`src/csc_pkg.sv`:
```
`default_nettype none
package csc_pkg;
    // ************************************************************
    // Timing
    // ************************************************************
    localparam int CLK_PERIOD_NS = 20;
    localparam int STRAP_DELAY_NS = 100;
    localparam int STRAP_WAIT_CYC_I = (STRAP_DELAY_NS + CLK_PERIOD_NS - 1) / CLK_PERIOD_NS;
    localparam logic [3:0] STRAP_WAIT_CYC = 4'(STRAP_WAIT_CYC_I);
    localparam logic [3:0] CNT_RST = 4'h0;
    localparam logic [7:0] SINCE_RST = 8'h00;

    // ************************************************************
    // Register map
    // ************************************************************
    localparam int ADDR_W = 12;
    localparam logic [11:0] GEN_CTRL_OFS = 12'h000;
    localparam logic [11:0] STRAP_STAT_OFS = 12'h004;
    localparam logic [11:0] PORT_STAT_OFS = 12'h008;
    localparam logic [31:0] RDATA_RST = 32'h0000_0000;

    // General control field positions
    localparam int GC_SI_OWNED = 0;
    localparam int GC_BOOT_MAP = 1;
    localparam int GC_HOLD_OFF = 2;
    localparam int GC_BIG_END = 3;
    localparam int GC_MGMT_EN = 4;
    localparam int GC_W = 5;
    // Value before straps are loaded
    localparam logic [4:0] GEN_CTRL_RST = 5'h06;

    // ************************************************************
    // Strap codes
    // ************************************************************
    localparam logic [3:0] CFG_LE_BOOT = 4'h0;
    localparam logic [3:0] CFG_PCIE_P6 = 4'h2;
    localparam logic [3:0] CFG_PCIE_P0 = 4'h3;
    localparam logic [3:0] CFG_PCIE_FP = 4'h8;
    localparam logic [3:0] CFG_MGMT = 4'ha;
    localparam logic [3:0] CFG_BE_BOOT = 4'hc;
    localparam logic [3:0] CFG_NO_BOOT = 4'hf;
    localparam logic [3:0] CFG_STRAP_RST = 4'hf;

    localparam logic [2:0] REF_125 = 3'h0;
    localparam logic [2:0] REF_156 = 3'h1;
    localparam logic [2:0] REF_250 = 3'h2;
    localparam logic [2:0] REF_25 = 3'h4;
    localparam logic [2:0] REF_STRAP_RST = 3'h0;

    typedef enum logic [1:0] {
        FREQ_125,
        FREQ_156_25,
        FREQ_250,
        FREQ_25
    } csc_freq_type;

    localparam logic [4:0] MGMT_ADDR_STRAP = 5'h00;
    localparam logic [4:0] MGMT_ADDR_RST = 5'h00;

    // Inbound PCIe regions
    localparam logic [2:0] BAR_REGS = 3'h0;
    localparam logic [2:0] BAR_DDR = 3'h2;

    typedef enum logic {
        ST_WAIT,
        ST_RUN
    } csc_state_type;
endpackage : csc_pkg
`default_nettype wire

```
`src/csc_startup_cfg.sv`:
```
`timescale 1ns/1ps
`default_nettype none
module csc_startup_cfg (
    input wire logic pclk,
    input wire logic presetn,
    input wire logic pclk_en,
    input wire logic psel,
    input wire logic penable,
    input wire logic pwrite,
    input wire logic [csc_pkg::ADDR_W-1:0] paddr,
    input wire logic [31:0] pwdata,
    output logic [31:0] prdata,
    output logic pready,
    output logic pslverr,
    input wire logic pll_b_select_strap,
    input wire logic [2:0] pll_b_refclk_freq_strap,
    input wire logic [3:0] cpu_cfg_strap_in,
    output logic [3:0] cpu_cfg_strap_out,
    output logic [3:0] cpu_cfg_strap_oe,
    input wire logic link_ready,
    input wire logic debug_select_n,
    input wire logic pcie_in_valid,
    input wire logic [2:0] pcie_in_bar,
    output logic pcie_route_regs,
    output logic pcie_route_ddr,
    output logic straps_loaded,
    output logic secondary_pll_enable,
    output logic core_clk_from_pll_b,
    output logic pll_b_freq_valid,
    output logic [1:0] pll_b_freq_sel,
    output logic serial_if_cpu_owned,
    output logic serial_slave_enable,
    output logic flash_boot_map_enable,
    output logic cpu_hold_off,
    output logic cpu_big_endian_enable,
    output logic mgmt_slave_enable,
    output logic [4:0] mgmt_slave_addr,
    output logic pcie_ep_enable,
    output logic front_port6_enable,
    output logic front_port0_enable,
    output logic frame_access_port_enable,
    output logic frame_reg_access_enable,
    output logic jtag_to_cpu_debug
);
    import csc_pkg::*;

    // ************************************************************
    // Declarations
    // ************************************************************
    csc_state_type state_ff;
    logic [3:0] wait_cnt_ff;
    logic [3:0] cfg_code_ff;
    logic [2:0] ref_code_ff;
    logic pll_sel_ff;
    logic [GC_W-1:0] gen_ctrl_ff;
    logic [GC_W-1:0] nxt_gen_ctrl;
    logic [3:0] cfg_sync;
    logic cfg_stable;
    logic [3:0] ref_sync;
    logic ref_stable;
    logic dbg_sync;
    logic load_evt;
    logic wr_evt;
    logic rd_sel;
    logic [31:0] nxt_rdata;
    logic nxt_err;
    logic [3:0] eff_code;
    logic dec_pcie;
    logic dec_p6;
    logic dec_p0;
    logic dec_fp;
    logic dec_mgmt;
    logic dec_link;
    logic [GC_W-1:0] dec_ctrl;

    // ************************************************************
    // Pin synchronisers
    // ************************************************************
    csc_sync3 #(.W(4)) u_cfg_sync (
        .pclk(pclk),
        .presetn(presetn),
        .pclk_en(pclk_en),
        .d(cpu_cfg_strap_in),
        .q(cfg_sync),
        .stable(cfg_stable)
    );

    csc_sync3 #(.W(4)) u_ref_sync (
        .pclk(pclk),
        .presetn(presetn),
        .pclk_en(pclk_en),
        .d({pll_b_select_strap, pll_b_refclk_freq_strap}),
        .q(ref_sync),
        .stable(ref_stable)
    );

    csc_sync3 #(.W(1)) u_dbg_sync (
        .pclk(pclk),
        .presetn(presetn),
        .pclk_en(pclk_en),
        .d(!debug_select_n),
        .q(dbg_sync),
        .stable()
    );

    // ************************************************************
    // Strap sampling sequence
    // ************************************************************
    assign load_evt = pclk_en && (state_ff == ST_WAIT) && (wait_cnt_ff >= STRAP_WAIT_CYC)
        && cfg_stable && ref_stable;

    always_ff @(posedge pclk or negedge presetn) begin
        if (!presetn) begin
            state_ff <= ST_WAIT;
            wait_cnt_ff <= CNT_RST;
        end else if (pclk_en) begin
            case (state_ff)
                ST_WAIT: begin
                    if (load_evt) begin
                        state_ff <= ST_RUN;
                    end else if (wait_cnt_ff < STRAP_WAIT_CYC) begin
                        wait_cnt_ff <= wait_cnt_ff + 4'h1;
                    end
                end
                ST_RUN: begin
                    state_ff <= ST_RUN;
                end
                default: begin
                    state_ff <= ST_WAIT;
                end
            endcase
        end
    end

    // Straps latched once, held until the next reset
    always_ff @(posedge pclk or negedge presetn) begin
        if (!presetn) begin
            cfg_code_ff <= CFG_STRAP_RST;
            ref_code_ff <= REF_STRAP_RST;
            pll_sel_ff <= 1'b0;
        end else if (load_evt) begin
            cfg_code_ff <= cfg_sync;
            ref_code_ff <= ref_sync[2:0];
            pll_sel_ff <= ref_sync[3];
        end
    end

    // ************************************************************
    // Strap code decode
    // ************************************************************
    always_comb begin
        eff_code = load_evt ? cfg_sync : cfg_code_ff;
        dec_pcie = 1'b0;
        dec_p6 = 1'b0;
        dec_p0 = 1'b0;
        dec_fp = 1'b0;
        dec_mgmt = 1'b0;
        dec_ctrl = '0;
        dec_ctrl[GC_HOLD_OFF] = 1'b1;
        case (eff_code)
            CFG_LE_BOOT: begin
                dec_ctrl[GC_HOLD_OFF] = 1'b0;
                dec_ctrl[GC_BOOT_MAP] = 1'b1;
                dec_ctrl[GC_SI_OWNED] = 1'b1;
            end
            CFG_BE_BOOT: begin
                dec_ctrl[GC_HOLD_OFF] = 1'b0;
                dec_ctrl[GC_BOOT_MAP] = 1'b1;
                dec_ctrl[GC_SI_OWNED] = 1'b1;
                dec_ctrl[GC_BIG_END] = 1'b1;
            end
            CFG_PCIE_P6: begin
                dec_pcie = 1'b1;
                dec_p6 = 1'b1;
                dec_fp = 1'b1;
            end
            CFG_PCIE_P0: begin
                dec_pcie = 1'b1;
                dec_p0 = 1'b1;
                dec_fp = 1'b1;
            end
            CFG_PCIE_FP: begin
                dec_pcie = 1'b1;
                dec_fp = 1'b1;
            end
            CFG_MGMT: begin
                dec_mgmt = 1'b1;
                dec_ctrl[GC_MGMT_EN] = 1'b1;
            end
            default: begin
                dec_ctrl[GC_HOLD_OFF] = 1'b1;
            end
        endcase
        dec_link = dec_pcie | dec_p6 | dec_p0 | dec_fp;
    end

    // ************************************************************
    // General control register
    // ************************************************************
    assign wr_evt = pclk_en && psel && penable && pready && pwrite && (paddr == GEN_CTRL_OFS)
        && (state_ff == ST_RUN);

    always_comb begin
        nxt_gen_ctrl = gen_ctrl_ff;
        if (load_evt) begin
            nxt_gen_ctrl = dec_ctrl;
        end else if (wr_evt) begin
            nxt_gen_ctrl = pwdata[GC_W-1:0];
        end
    end

    always_ff @(posedge pclk or negedge presetn) begin
        if (!presetn) begin
            gen_ctrl_ff <= GEN_CTRL_RST;
        end else if (pclk_en) begin
            gen_ctrl_ff <= nxt_gen_ctrl;
        end
    end

    // ************************************************************
    // APB slave, one wait state
    // ************************************************************
    assign rd_sel = psel && penable && !pready;

    always_comb begin
        nxt_rdata = RDATA_RST;
        nxt_err = 1'b0;
        case (paddr)
            GEN_CTRL_OFS: begin
                nxt_rdata[GC_W-1:0] = gen_ctrl_ff;
            end
            STRAP_STAT_OFS: begin
                nxt_rdata[3:0] = cfg_code_ff;
                nxt_rdata[6:4] = ref_code_ff;
                nxt_rdata[7] = pll_sel_ff;
                nxt_rdata[8] = (state_ff == ST_RUN);
            end
            PORT_STAT_OFS: begin
                nxt_rdata[0] = pcie_ep_enable;
                nxt_rdata[1] = front_port6_enable;
                nxt_rdata[2] = front_port0_enable;
                nxt_rdata[3] = frame_access_port_enable;
                nxt_rdata[4] = mgmt_slave_enable;
                nxt_rdata[5] = link_ready;
                nxt_rdata[6] = jtag_to_cpu_debug;
            end
            default: begin
                nxt_err = 1'b1;
            end
        endcase
        if (pwrite) begin
            nxt_rdata = RDATA_RST;
        end
    end

    always_ff @(posedge pclk or negedge presetn) begin
        if (!presetn) begin
            pready <= 1'b0;
            prdata <= RDATA_RST;
            pslverr <= 1'b0;
        end else if (pclk_en) begin
            pready <= rd_sel;
            prdata <= rd_sel ? nxt_rdata : RDATA_RST;
            pslverr <= rd_sel && nxt_err;
        end
    end

    // ************************************************************
    // Registered outputs
    // ************************************************************
    always_ff @(posedge pclk or negedge presetn) begin
        if (!presetn) begin
            serial_if_cpu_owned <= 1'b0;
            serial_slave_enable <= 1'b0;
            flash_boot_map_enable <= 1'b1;
            cpu_hold_off <= 1'b1;
            cpu_big_endian_enable <= 1'b0;
            mgmt_slave_enable <= 1'b0;
        end else if (pclk_en) begin
            serial_if_cpu_owned <= nxt_gen_ctrl[GC_SI_OWNED];
            serial_slave_enable <= (state_ff == ST_RUN || load_evt)
                && !nxt_gen_ctrl[GC_SI_OWNED];
            flash_boot_map_enable <= nxt_gen_ctrl[GC_BOOT_MAP];
            cpu_hold_off <= nxt_gen_ctrl[GC_HOLD_OFF];
            cpu_big_endian_enable <= nxt_gen_ctrl[GC_BIG_END];
            mgmt_slave_enable <= nxt_gen_ctrl[GC_MGMT_EN];
        end
    end

    always_ff @(posedge pclk or negedge presetn) begin
        if (!presetn) begin
            straps_loaded <= 1'b0;
            pcie_ep_enable <= 1'b0;
            front_port6_enable <= 1'b0;
            front_port0_enable <= 1'b0;
            frame_access_port_enable <= 1'b0;
            frame_reg_access_enable <= 1'b0;
            mgmt_slave_addr <= MGMT_ADDR_RST;
        end else if (pclk_en && (state_ff == ST_RUN || load_evt)) begin
            straps_loaded <= 1'b1;
            pcie_ep_enable <= dec_pcie;
            front_port6_enable <= dec_p6;
            front_port0_enable <= dec_p0;
            frame_access_port_enable <= dec_fp;
            frame_reg_access_enable <= dec_fp;
            mgmt_slave_addr <= dec_mgmt ? MGMT_ADDR_STRAP : MGMT_ADDR_RST;
        end
    end

    // Secondary PLL and reference frequency
    always_ff @(posedge pclk or negedge presetn) begin
        if (!presetn) begin
            secondary_pll_enable <= 1'b0;
            core_clk_from_pll_b <= 1'b0;
            pll_b_freq_valid <= 1'b0;
            pll_b_freq_sel <= FREQ_125;
        end else if (pclk_en) begin
            secondary_pll_enable <= pll_sel_ff;
            core_clk_from_pll_b <= pll_sel_ff;
            pll_b_freq_valid <= 1'b0;
            pll_b_freq_sel <= FREQ_125;
            if (pll_sel_ff && state_ff == ST_RUN) begin
                pll_b_freq_valid <= 1'b1;
                case (ref_code_ff)
                    REF_125: pll_b_freq_sel <= FREQ_125;
                    REF_156: pll_b_freq_sel <= FREQ_156_25;
                    REF_250: pll_b_freq_sel <= FREQ_250;
                    REF_25: pll_b_freq_sel <= FREQ_25;
                    default: pll_b_freq_valid <= 1'b0;
                endcase
            end
        end
    end

    // Strap pins, debug mux and PCIe routing
    always_ff @(posedge pclk or negedge presetn) begin
        if (!presetn) begin
            cpu_cfg_strap_out <= 4'h0;
            cpu_cfg_strap_oe <= 4'h0;
            jtag_to_cpu_debug <= 1'b0;
            pcie_route_regs <= 1'b0;
            pcie_route_ddr <= 1'b0;
        end else if (pclk_en) begin
            cpu_cfg_strap_out <= {2'b11, 2'b00};
            cpu_cfg_strap_oe <= {{2{state_ff == ST_RUN && dec_link && link_ready}},
                2'b00};
            jtag_to_cpu_debug <= dbg_sync;
            pcie_route_regs <= pcie_in_valid && pcie_in_bar == BAR_REGS
                && pcie_ep_enable;
            pcie_route_ddr <= pcie_in_valid && pcie_in_bar == BAR_DDR
                && pcie_ep_enable;
        end
    end

    // ************************************************************
    // Assertions
    // ************************************************************
    logic [7:0] since_rst_ff;
    always_ff @(posedge pclk or negedge presetn) begin
        if (!presetn) begin
            since_rst_ff <= SINCE_RST;
        end else if (pclk_en && since_rst_ff != 8'hff) begin
            since_rst_ff <= since_rst_ff + 8'h01;
        end
    end

    property p_freq_156;
        @(posedge pclk) disable iff (!presetn)
        (pclk_en && pll_sel_ff && state_ff == ST_RUN && ref_code_ff == REF_156)
            |=> (pll_b_freq_valid && pll_b_freq_sel == FREQ_156_25);
    endproperty
    a_freq_156: assert property (p_freq_156) else $error("bad pll freq decode");

    property p_freq_ignore;
        @(posedge pclk) disable iff (!presetn)
        (pclk_en && !pll_sel_ff) |=> !pll_b_freq_valid;
    endproperty
    a_freq_ignore: assert property (p_freq_ignore) else $error("freq valid without pll");

    property p_le_boot;
        @(posedge pclk) disable iff (!presetn)
        (load_evt && cfg_sync == CFG_LE_BOOT)
            |=> (!cpu_hold_off && !cpu_big_endian_enable && !serial_slave_enable);
    endproperty
    a_le_boot: assert property (p_le_boot) else $error("little endian boot wrong");

    property p_be_boot;
        @(posedge pclk) disable iff (!presetn)
        (load_evt && cfg_sync == CFG_BE_BOOT)
            |=> (!cpu_hold_off && cpu_big_endian_enable && serial_if_cpu_owned);
    endproperty
    a_be_boot: assert property (p_be_boot) else $error("big endian boot wrong");

    property p_pcie_p6;
        @(posedge pclk) disable iff (!presetn)
        (load_evt && cfg_sync == CFG_PCIE_P6) |=> (pcie_ep_enable && front_port6_enable
            && frame_reg_access_enable && cpu_hold_off && serial_slave_enable);
    endproperty
    a_pcie_p6: assert property (p_pcie_p6) else $error("code 0010 wrong");

    property p_mgmt;
        @(posedge pclk) disable iff (!presetn)
        (load_evt && cfg_sync == CFG_MGMT)
            |=> (mgmt_slave_enable && mgmt_slave_addr == MGMT_ADDR_STRAP && cpu_hold_off);
    endproperty
    a_mgmt: assert property (p_mgmt) else $error("code 1010 wrong");

    property p_sample_delay;
        @(posedge pclk) disable iff (!presetn)
        load_evt |-> since_rst_ff >= {4'h0, STRAP_WAIT_CYC};
    endproperty
    a_sample_delay: assert property (p_sample_delay) else $error("straps sampled early");

    property p_hold;
        @(posedge pclk) disable iff (!presetn)
        (state_ff == ST_RUN) |=> $stable(cfg_code_ff) && $stable(ref_code_ff);
    endproperty
    a_hold: assert property (p_hold) else $error("latched strap changed");

    property p_si_slave;
        @(posedge pclk) disable iff (!presetn)
        (pclk_en && state_ff == ST_RUN) |=> (serial_slave_enable == !gen_ctrl_ff[GC_SI_OWNED]);
    endproperty
    a_si_slave: assert property (p_si_slave) else $error("serial slave not inverse");

    property p_jtag;
        @(posedge pclk) disable iff (!presetn)
        (pclk_en && !dbg_sync) |=> !jtag_to_cpu_debug;
    endproperty
    a_jtag: assert property (p_jtag) else $error("jtag select wrong");

    property p_route;
        @(posedge pclk) disable iff (!presetn)
        (pclk_en && pcie_in_valid && pcie_ep_enable && pcie_in_bar == BAR_DDR)
            |=> (pcie_route_ddr && !pcie_route_regs);
    endproperty
    a_route: assert property (p_route) else $error("pcie routing wrong");

    c_le_boot: cover property (@(posedge pclk) load_evt && cfg_sync == CFG_LE_BOOT);
    c_host_write: cover property (@(posedge pclk) wr_evt);
    c_link_drive: cover property (@(posedge pclk) cpu_cfg_strap_oe[3]);
endmodule : csc_startup_cfg
`default_nettype wire

```
`src/csc_sync3.sv`:
```
`timescale 1ns/1ps
`default_nettype none
module csc_sync3 #(
    parameter int W = 1
) (
    input wire logic pclk,
    input wire logic presetn,
    input wire logic pclk_en,
    input wire logic [W-1:0] d,
    output logic [W-1:0] q,
    output logic stable
);
    logic [W-1:0] s1_ff;
    logic [W-1:0] s2_ff;
    logic [W-1:0] s3_ff;

    // ************************************************************
    // Three-stage synchroniser
    // ************************************************************
    always_ff @(posedge pclk or negedge presetn) begin
        if (!presetn) begin
            s1_ff <= '0;
            s2_ff <= '0;
            s3_ff <= '0;
        end else if (pclk_en) begin
            s1_ff <= d;
            s2_ff <= s1_ff;
            s3_ff <= s2_ff;
        end
    end

    assign q = s3_ff;
    assign stable = (s2_ff == s3_ff);
endmodule : csc_sync3
`default_nettype wire

```
`config.mk`:
```
export PLATFORM = sky130hd
export DESIGN_NAME = csc_startup_cfg
export DESIGN_NICKNAME = d
export VERILOG_FILES = /design/src/csc_pkg.sv /design/src/csc_startup_cfg.sv /design/src/csc_sync3.sv
export SDC_FILE = /design/constraint.sdc
export NUM_CORES = 1
export LEC_CHECK = 0
export BUFFER_PORTS_ARGS = -buffer_cell sky130_fd_sc_hd__buf_4
export CAP_MARGIN = 20
export CORE_ASPECT_RATIO = 2
export CORE_MARGIN = 2
export CORE_UTILIZATION = 40
export CTS_CLUSTER_DIAMETER = 200
export DETAILED_ROUTE_END_ITERATION = 10
export PLACE_DENSITY_LB_ADDON = 0.12
export SLEW_MARGIN = 20
export SYNTH_ARGS = -nofsm -noshare
export SYNTH_HDL_FRONTEND = slang
export SYNTH_SLANG_ARGS = --single-unit
```
`constraint.sdc`:
```
create_clock -name pclk -period 1.8 [get_ports pclk]
set_input_delay 0.09 -clock pclk [delete_from_list [all_inputs] [get_ports pclk]]
set_output_delay 0.09 -clock pclk [all_outputs]
set_load 0.005 [all_outputs]
```
* Yosys cells after proc, flatten, opt, wreduce, memory -nomap -nowiden
Cells that the tools add are included.
** Cells by class
- Add/subtract/negate cells :: 1
- Bitwise gates (word level) :: 5
- Multiplexer cells :: 22
- Equality and inequality tests :: 13
- Order comparisons :: 2
- Reductions and logical operators :: 35
** Operators by type and width (number)
- $mux W32 :: 1
- $logic_and A1 B1 Y1 :: 22
- $pmux W5 S3 :: 1
- $eq A12 B3 Y1 const B :: 1
- $eq A12 B4 Y1 const B :: 1
- $eq A4 B4 Y1 const B :: 3
- $logic_not A12 Y1 :: 1
- $mux W1 :: 10
- $mux W5 :: 2
- $mux W9 :: 1
- $eq A4 B2 Y1 const B :: 2
- $eq A4 B4 Y1 :: 2
- $eq A3 B2 Y1 const B :: 2
- $logic_not A3 Y1 :: 2
- $mux W2 :: 3
- $pmux W2 S3 :: 1
- $reduce_or A3 Y1 :: 2
- $add A4 B1 Y4 const B :: 1
- $ge A4 B3 Y1 const B :: 1
- $logic_not A4 Y1 :: 1
- $lt A4 B3 Y1 const B :: 1
- $mux W4 :: 1
- $pmux W2 S2 :: 1
- $reduce_and A4 Y1 :: 1
- 9 further kinds :: 14
** Word-level totals
- Output and inout port bits :: 67
- Bits in registers :: 98
- Logic and storage cells :: 114
- Input bits :: 64

* Depth between registers and ports, before layout
- Word-level depth :: 14
- Mapped depth :: 9
- Mapped depth without buffers :: 7

* Cells and area by module
Synthesis repeated with hierarchy kept, for this count alone.
** Unflattened totals
- Cell total of the unflattened synthesis :: 318
- Area, all modules :: 3555.9 um2
** By module, submodules not included
- csc_startup_cfg :: times used 1, cells each 251, sequential area each 1083.5 um2, area an instance 2374.8 um2
- csc_sync3 at u_cfg_sync ... :: times used 2, cells each 30, sequential area each 300.3 um2, area an instance 531.8 um2
- csc_sync3 at u_dbg_sync :: times used 1, cells each 7, sequential area each 75.1 um2, area an instance 117.6 um2

* Worst setup path after synthesis
No wires, ideal clock.
- Path kind :: reg-to-reg
- Start point :: reg u_cfg_sync.s3_ff[3] (netlist: u_cfg_sync.q[3])
- End point :: reg front_port0_enable
- Arrival :: 1.727 ns
- Buffers on the path :: 1
- Data required time :: 1.674 ns
- Stages on the path, launching flop included :: 7
- Setup time :: 0.126 ns
- Setup slack :: -0.053 ns
- Period minus slack after synthesis :: 1.853 ns
- Path through :: dfrtp_1 > buf_6 > xnor2_2 > nand4_1 > or4_4 > and3_1 > a221o_1
** On the way
- Longest elaborated chain between the ends :: 6
- Elaborated cells on any way between the ends :: 8
- Those cells by class :: eq/ne: 2; mux: 2; reduce/logical: 4
** RTL lines
- start: declaration :: RTL line csc_sync3.sv:15 : logic [W-1:0] s3_ff;
- start signal: assignment :: RTL line csc_sync3.sv:24 : s3_ff <= '0;
- start signal: assignment :: RTL line csc_sync3.sv:28 : s3_ff <= s2_ff;
- $eq A4 B4 Y1 :: RTL line csc_sync3.sv:33 : assign stable = (s2_ff == s3_ff);
- $logic_and A1 B1 Y1 (2 in series) :: RTL line csc_startup_cfg.sv:110 : && cfg_stable && ref_stable;
- $mux W4
- $eq A4 B2 Y1 :: RTL line csc_startup_cfg.sv:160 : case (eff_code)
- $mux W1 :: RTL line csc_startup_cfg.sv:160
- end signal: assignment :: RTL line csc_startup_cfg.sv:303 : front_port0_enable <= dec_p0;
- end: declaration :: RTL line csc_startup_cfg.sv:40 : output logic front_port0_enable,
Parallel ways exist; a longest one is shown, timed or not.
A chain may end at the register's enable or synchronous reset.

* Worst setup path in the final report
- Start point :: reg wait_cnt_ff[0]
- End point :: reg front_port0_enable
** On the way
- Longest elaborated chain between the ends :: 7
- Elaborated cells on any way between the ends :: 9
- Those cells by class :: order compare: 1; eq/ne: 1; mux: 2; reduce/logical: 5
** RTL lines
- start: declaration :: RTL line csc_startup_cfg.sv:51 : logic [3:0] wait_cnt_ff;
- start signal: assignment :: RTL line csc_startup_cfg.sv:122 : wait_cnt_ff <= wait_cnt_ff + 4'h1;
- $ge A4 B3 Y1 * :: RTL line csc_startup_cfg.sv:109 : assign load_evt = pclk_en && (state_ff == ST_WAIT) && (wait_cnt_ff >= STRAP_WAIT_CYC)
- $logic_and A1 B1 Y1 * :: RTL line csc_startup_cfg.sv:109
- $logic_and A1 B1 Y1 * (2 in series) :: RTL line csc_startup_cfg.sv:110
- $mux W4
- $eq A4 B2 Y1 :: RTL line csc_startup_cfg.sv:160
- $mux W1 :: RTL line csc_startup_cfg.sv:160
Every way passes the cells marked *; elsewhere a longest branch is shown, timed or not.

==> metrics.md <==
| Metric | Value |
|---|---|
| Hold endpoint | pslverr$_DFFE_PN0P_ |
| Seq pwr share | 39.6% |
| Switch Pwr | 1.42 mW |
| Die Ht | 135 microns |
| Switching Share | 27.0% |
| Startpoint Class | flop |
| Diode count | 0 |
| Post-Syn Area per Cell | 12.0 sq um |
| Unrepaired setup endpoints after global routing | yes |
| Min-Delay Startpoint | pclk_en |
| Combinational share of power | 24.3% |
| Remaining Overflow, GRT | 0 |
| Max VDD drop | around 0.00069 V |
| Pre-antenna DRT Iters | 4 |
| Number of max-cap violations | 0 |
| Gr usage total | 17.2% |
| R2R depth | 7 |
| Via density | slightly below 5 |
| CP arrival | ~2100 ps |
| Internal Power | between 3 and 4 mW |
| Final Instance Area | between 4000 and 5000 sq um |
| Hold Path Depth | 2 |
| R2r startpoint | wait_cnt_ff[0]$_DFFE_PN0P_ |
| Full die area | 9390 sq um |
| Library cells used by synthesis | 47 |
| Post-synth top area share | a little under half |
| Register Area | 1760 sq um |
| Crit-path slowest cell | or4_4 |
| Multi-input logic area | 1530 sq um |
| Worst setup margin | -84.0 ps |
| EDFF count, synth | 0 |
| Drt drc | 0 |
| TritonCTS clock tree | done |
| Max Slew Vio Count | 0 |
| Outcome | finished with violations |
| Ys async rst share | 100% |
| Root Driver | clkbuf_16 |
| Layout fillers | approximately 730 |
| Area growth, synth to finish | 39.8% |
| Clock skew | 7.42 ps |
| Leak Pwr | 2.30 nW |
| Yosys top cell by area | dfrtp_1 |
| Setup slack, reg-to-reg | -80 ps |
| Clock slew seen by the registers of the worst setup and hold paths | 60 ps |
| Type of the tightest min-delay check | input pin to flop |
| CP Max Fanout | 4 |
| Delay-heaviest family, CP | simple AND/OR/NAND/NOR gates |
| Syn Std Cell Area | 3440 sq um |
| Critical Path RT | 2010 ps |
| Pin count of the biggest net entering global routing | 35 |
| Post-layout util | 57.9% |
| Sequential fraction of the synthesis area | 51.2% |
| Failing checks | negative setup slack |
| CORE AREA | slightly above 8000 sq um |
| Layout cells sized above 1 | 48.4% |
| Placed cell area | between 4000 and 5000 sq um |
| Max Freq | 531 MHz |
| Initial Utilization | 41.4% |
| Final ANT Viol Nets | 0 |
| Clock latency at the later pin of the worst-skew pair | between 300 and 400 ps |
| Clock Path Buffers | 2 |
| Vias | 2490 |
| Clock tree sinks | 70 |
| Synth area leaders | dfrtp_1 (47%), mux2_2 (12%), buf_4 (8.3%) |
| Htree depth | 3 |
| Pwr dens | roughly 1100 nW/um^2 |
| I/O pin count | 131 |
| Core Rows | 47 |
| HPWL Detailed | about 5700 microns |
| Critical Path, Cell by Cell | inv_2 > ha_2 > nand2b_4 > a21oi_4 > or4_4 > and3_4 > a221o_1 |
| Most used DFF post-synth | dfrtp_1 |
| First-pass GRT wire length | 12400 microns |
| Yosys warnings | 0 |
| WL/cell | 15.3 microns |
| Iter 0 DRT Violations | 74 |
| Die Wd | 69.5 microns |
| Crit Path Category | flop to flop |
| Total CTS buffers | 9 |
| Synthesized instance count | 287 |
| Vias in the first global route | 2439 |
| Reg-to-reg endpoint | front_port0_enable$_DFFE_PN0P_ |
| Finish-stage setup viols | 4 |
| Fin crit share | 105% |
| Crit-path max cell delay | around 560 ps |
| Drt total wl | a little under 8000 microns |
| CP Buf/Inv Count | 1 |
| Clock network fraction of total power | a little over a third |
| I/O Buffers | 71 |
| Yosys reg bits | 70 |
| CP Capture Type | flop |
| Crit path time final | roughly 1900 ps |
| Fin nets | 475 |
| GP Congestion | 0.750 |
| Antenna violations before repair | 0 |
| Final hold vios | 0 |
worst max-delay path by stage:
stage	startpoint	to	slack [ps]	cells past startpoint
after floorplan	wait_cnt_ff[1]$_DFFE_PN0P_	front_port0_enable$_DFFE_PN0P_	-9	7
after global placement	state_ff$_DFFE_PN0P_	front_port0_enable$_DFFE_PN0P_	-120	5
after detailed placement	state_ff$_DFFE_PN0P_	front_port0_enable$_DFFE_PN0P_	-110	5
after CTS	wait_cnt_ff[0]$_DFFE_PN0P_	front_port0_enable$_DFFE_PN0P_	-90	7
after global routing	u_cfg_sync.s2_ff[0]$_DFFE_PN0P_	front_port0_enable$_DFFE_PN0P_	-150	5
final	wait_cnt_ff[0]$_DFFE_PN0P_	front_port0_enable$_DFFE_PN0P_	-80	7
worst reg2reg max path: stages, from the launching register on:
cell and delay [ps]:
dfrtp_1 380, inv_2 50, ha_2 200, nand2b_4 80, a21oi_4 80, or4_4 570
and3_4 170, a221o_1 260
final cells by class:
class,instances,share of cell area [%]
Inverter,12,0.938
Timing Repair Buffer,128,21.3
Multi-Input combinational cell,187,31.9
Tap cell,98,2.55
Clock inverter,7,2.01
Sequential cell,70,36.6
Clock buffer,9,4.69
flip-flops by register name, summed over array words and instances (netlist names), 2 cells and up:
| register | count |
|---|---|
| prdata | 9 |
| u_ref_sync.s2_ff | 4 |
| gen_ctrl_ff | 5 |
| u_cfg_sync.q | 4 |
| u_ref_sync.s1_ff | 4 |
| cfg_code_ff | 4 |
| u_cfg_sync.s2_ff | 4 |
| u_ref_sync.q | 4 |
| u_cfg_sync.s1_ff | 4 |
| pll_b_freq_sel | 2 |
| wait_cnt_ff | 4 |
| ref_code_ff | 3 |
per-layer routing:
layer	global-route usage [%]	share of wire [%]	up-vias
met4	9.91	3.4	0
met5	0	0	-
met2	30.6	55	89
met3	4.33	5.1	18
met1	18.2	36	1200
li1	-	-	1183
cells in the mapped netlist (2+ instances only):
cell	number
a21oi_1	3
a22o_1	2
dfrtp_1	64
a221o_1	5
inv_1	12
nand2b_1	4
mux2_2	38
and3_1	2
or2_2	2
dfstp_2	6
o32ai_1	3
nor2b_1	5
a22oi_1	5
buf_1	3
buf_4	38
mux2i_1	6
xnor2_1	11
o2bb2ai_1	9
nor3_1	2
clkbuf_1	4
ha_1	3
buf_2	2
buf_6	2
nand4_1	3
nor4_1	5
o21ai_0	9
and4bb_2	2
or3_1	2
and4b_1	2
nor2_1	4
nand2_1	13
kinds of logic (layout without fill, tap and decap cells):
logic type               count (synthesis)  count (layout)  synth area share (%)
AO/OA/AOI/OAI                           41              41                  9.03
XOR/XNOR                                13              13                  3.53
adder cells (fa/ha/maj)                  4               4                  1.38
buffers and inverters                   61             156                  11.3
flip-flops                              70              70                  51.2
multiplexers                            44              44                  14.2
other                                    1              32                 0.109
AND/OR/NAND/NOR                         53              53                  9.21
through the flow:
stage               setup WS (ps)  hold WS [ps]  TNS [ps]  total power, mW  instances
finish                      -84.0          13.3      -200             5.26        511
CTS                         -87.9          3.33      -530             5.23        505
global route                 -153          20.1     -1810             5.52        511
floorplan                   -9.26          -206     -18.5             2.75        318
detailed placement           -111          32.5      -553             3.25        477
global placement             -118          34.4      -348             3.22        477
power by group through the flow:
stage          Clock (mW)  Sequential (mW)  Combinational, mW
2_1_floorplan           0             2.06              0.683
3_3_place_gp            0             2.09               1.13
3_5_place_dp            0             2.10               1.15
4_1_cts              1.93             2.08               1.22
5_1_grt              1.98             2.12               1.41
6_report             1.89             2.08               1.28
layout by cell type, fill, tap and decap left out, drive strengths merged, types with 3 or more instances in the layout:
| master | count |
|---|---|
| buf | 116 |
| mux2 | 38 |
| nor2 | 4 |
| nand2b | 4 |
| dlygate4sd3 | 12 |
| nor2b | 5 |
| nor4 | 5 |
| nand2 | 13 |
| a21oi | 3 |
| ha | 3 |
| a22oi | 5 |
| clkinv | 4 |
| a221o | 5 |
| dfrtp | 64 |
| dfstp | 6 |
| mux2i | 6 |
| o21ai | 9 |
| o32ai | 3 |
| and3 | 3 |
| inv | 13 |
| xnor2 | 12 |
| clkbuf | 9 |
| conb | 32 |
| nand4 | 3 |
| o2bb2ai | 9 |
repair_timing:
action / 4_1_cts / 5_1_grt
endpoints found under the setup margin: 13 / 21
endpoints found under the hold margin: 37 / 0
cloned: 0 / 1
pin swaps: 0 / 5
resized for setup: 10 / 22
hold buffers: 12 / 0
buffers inserted: 0 / 5
No activity file was read; power rests on OpenSTA's default activity.
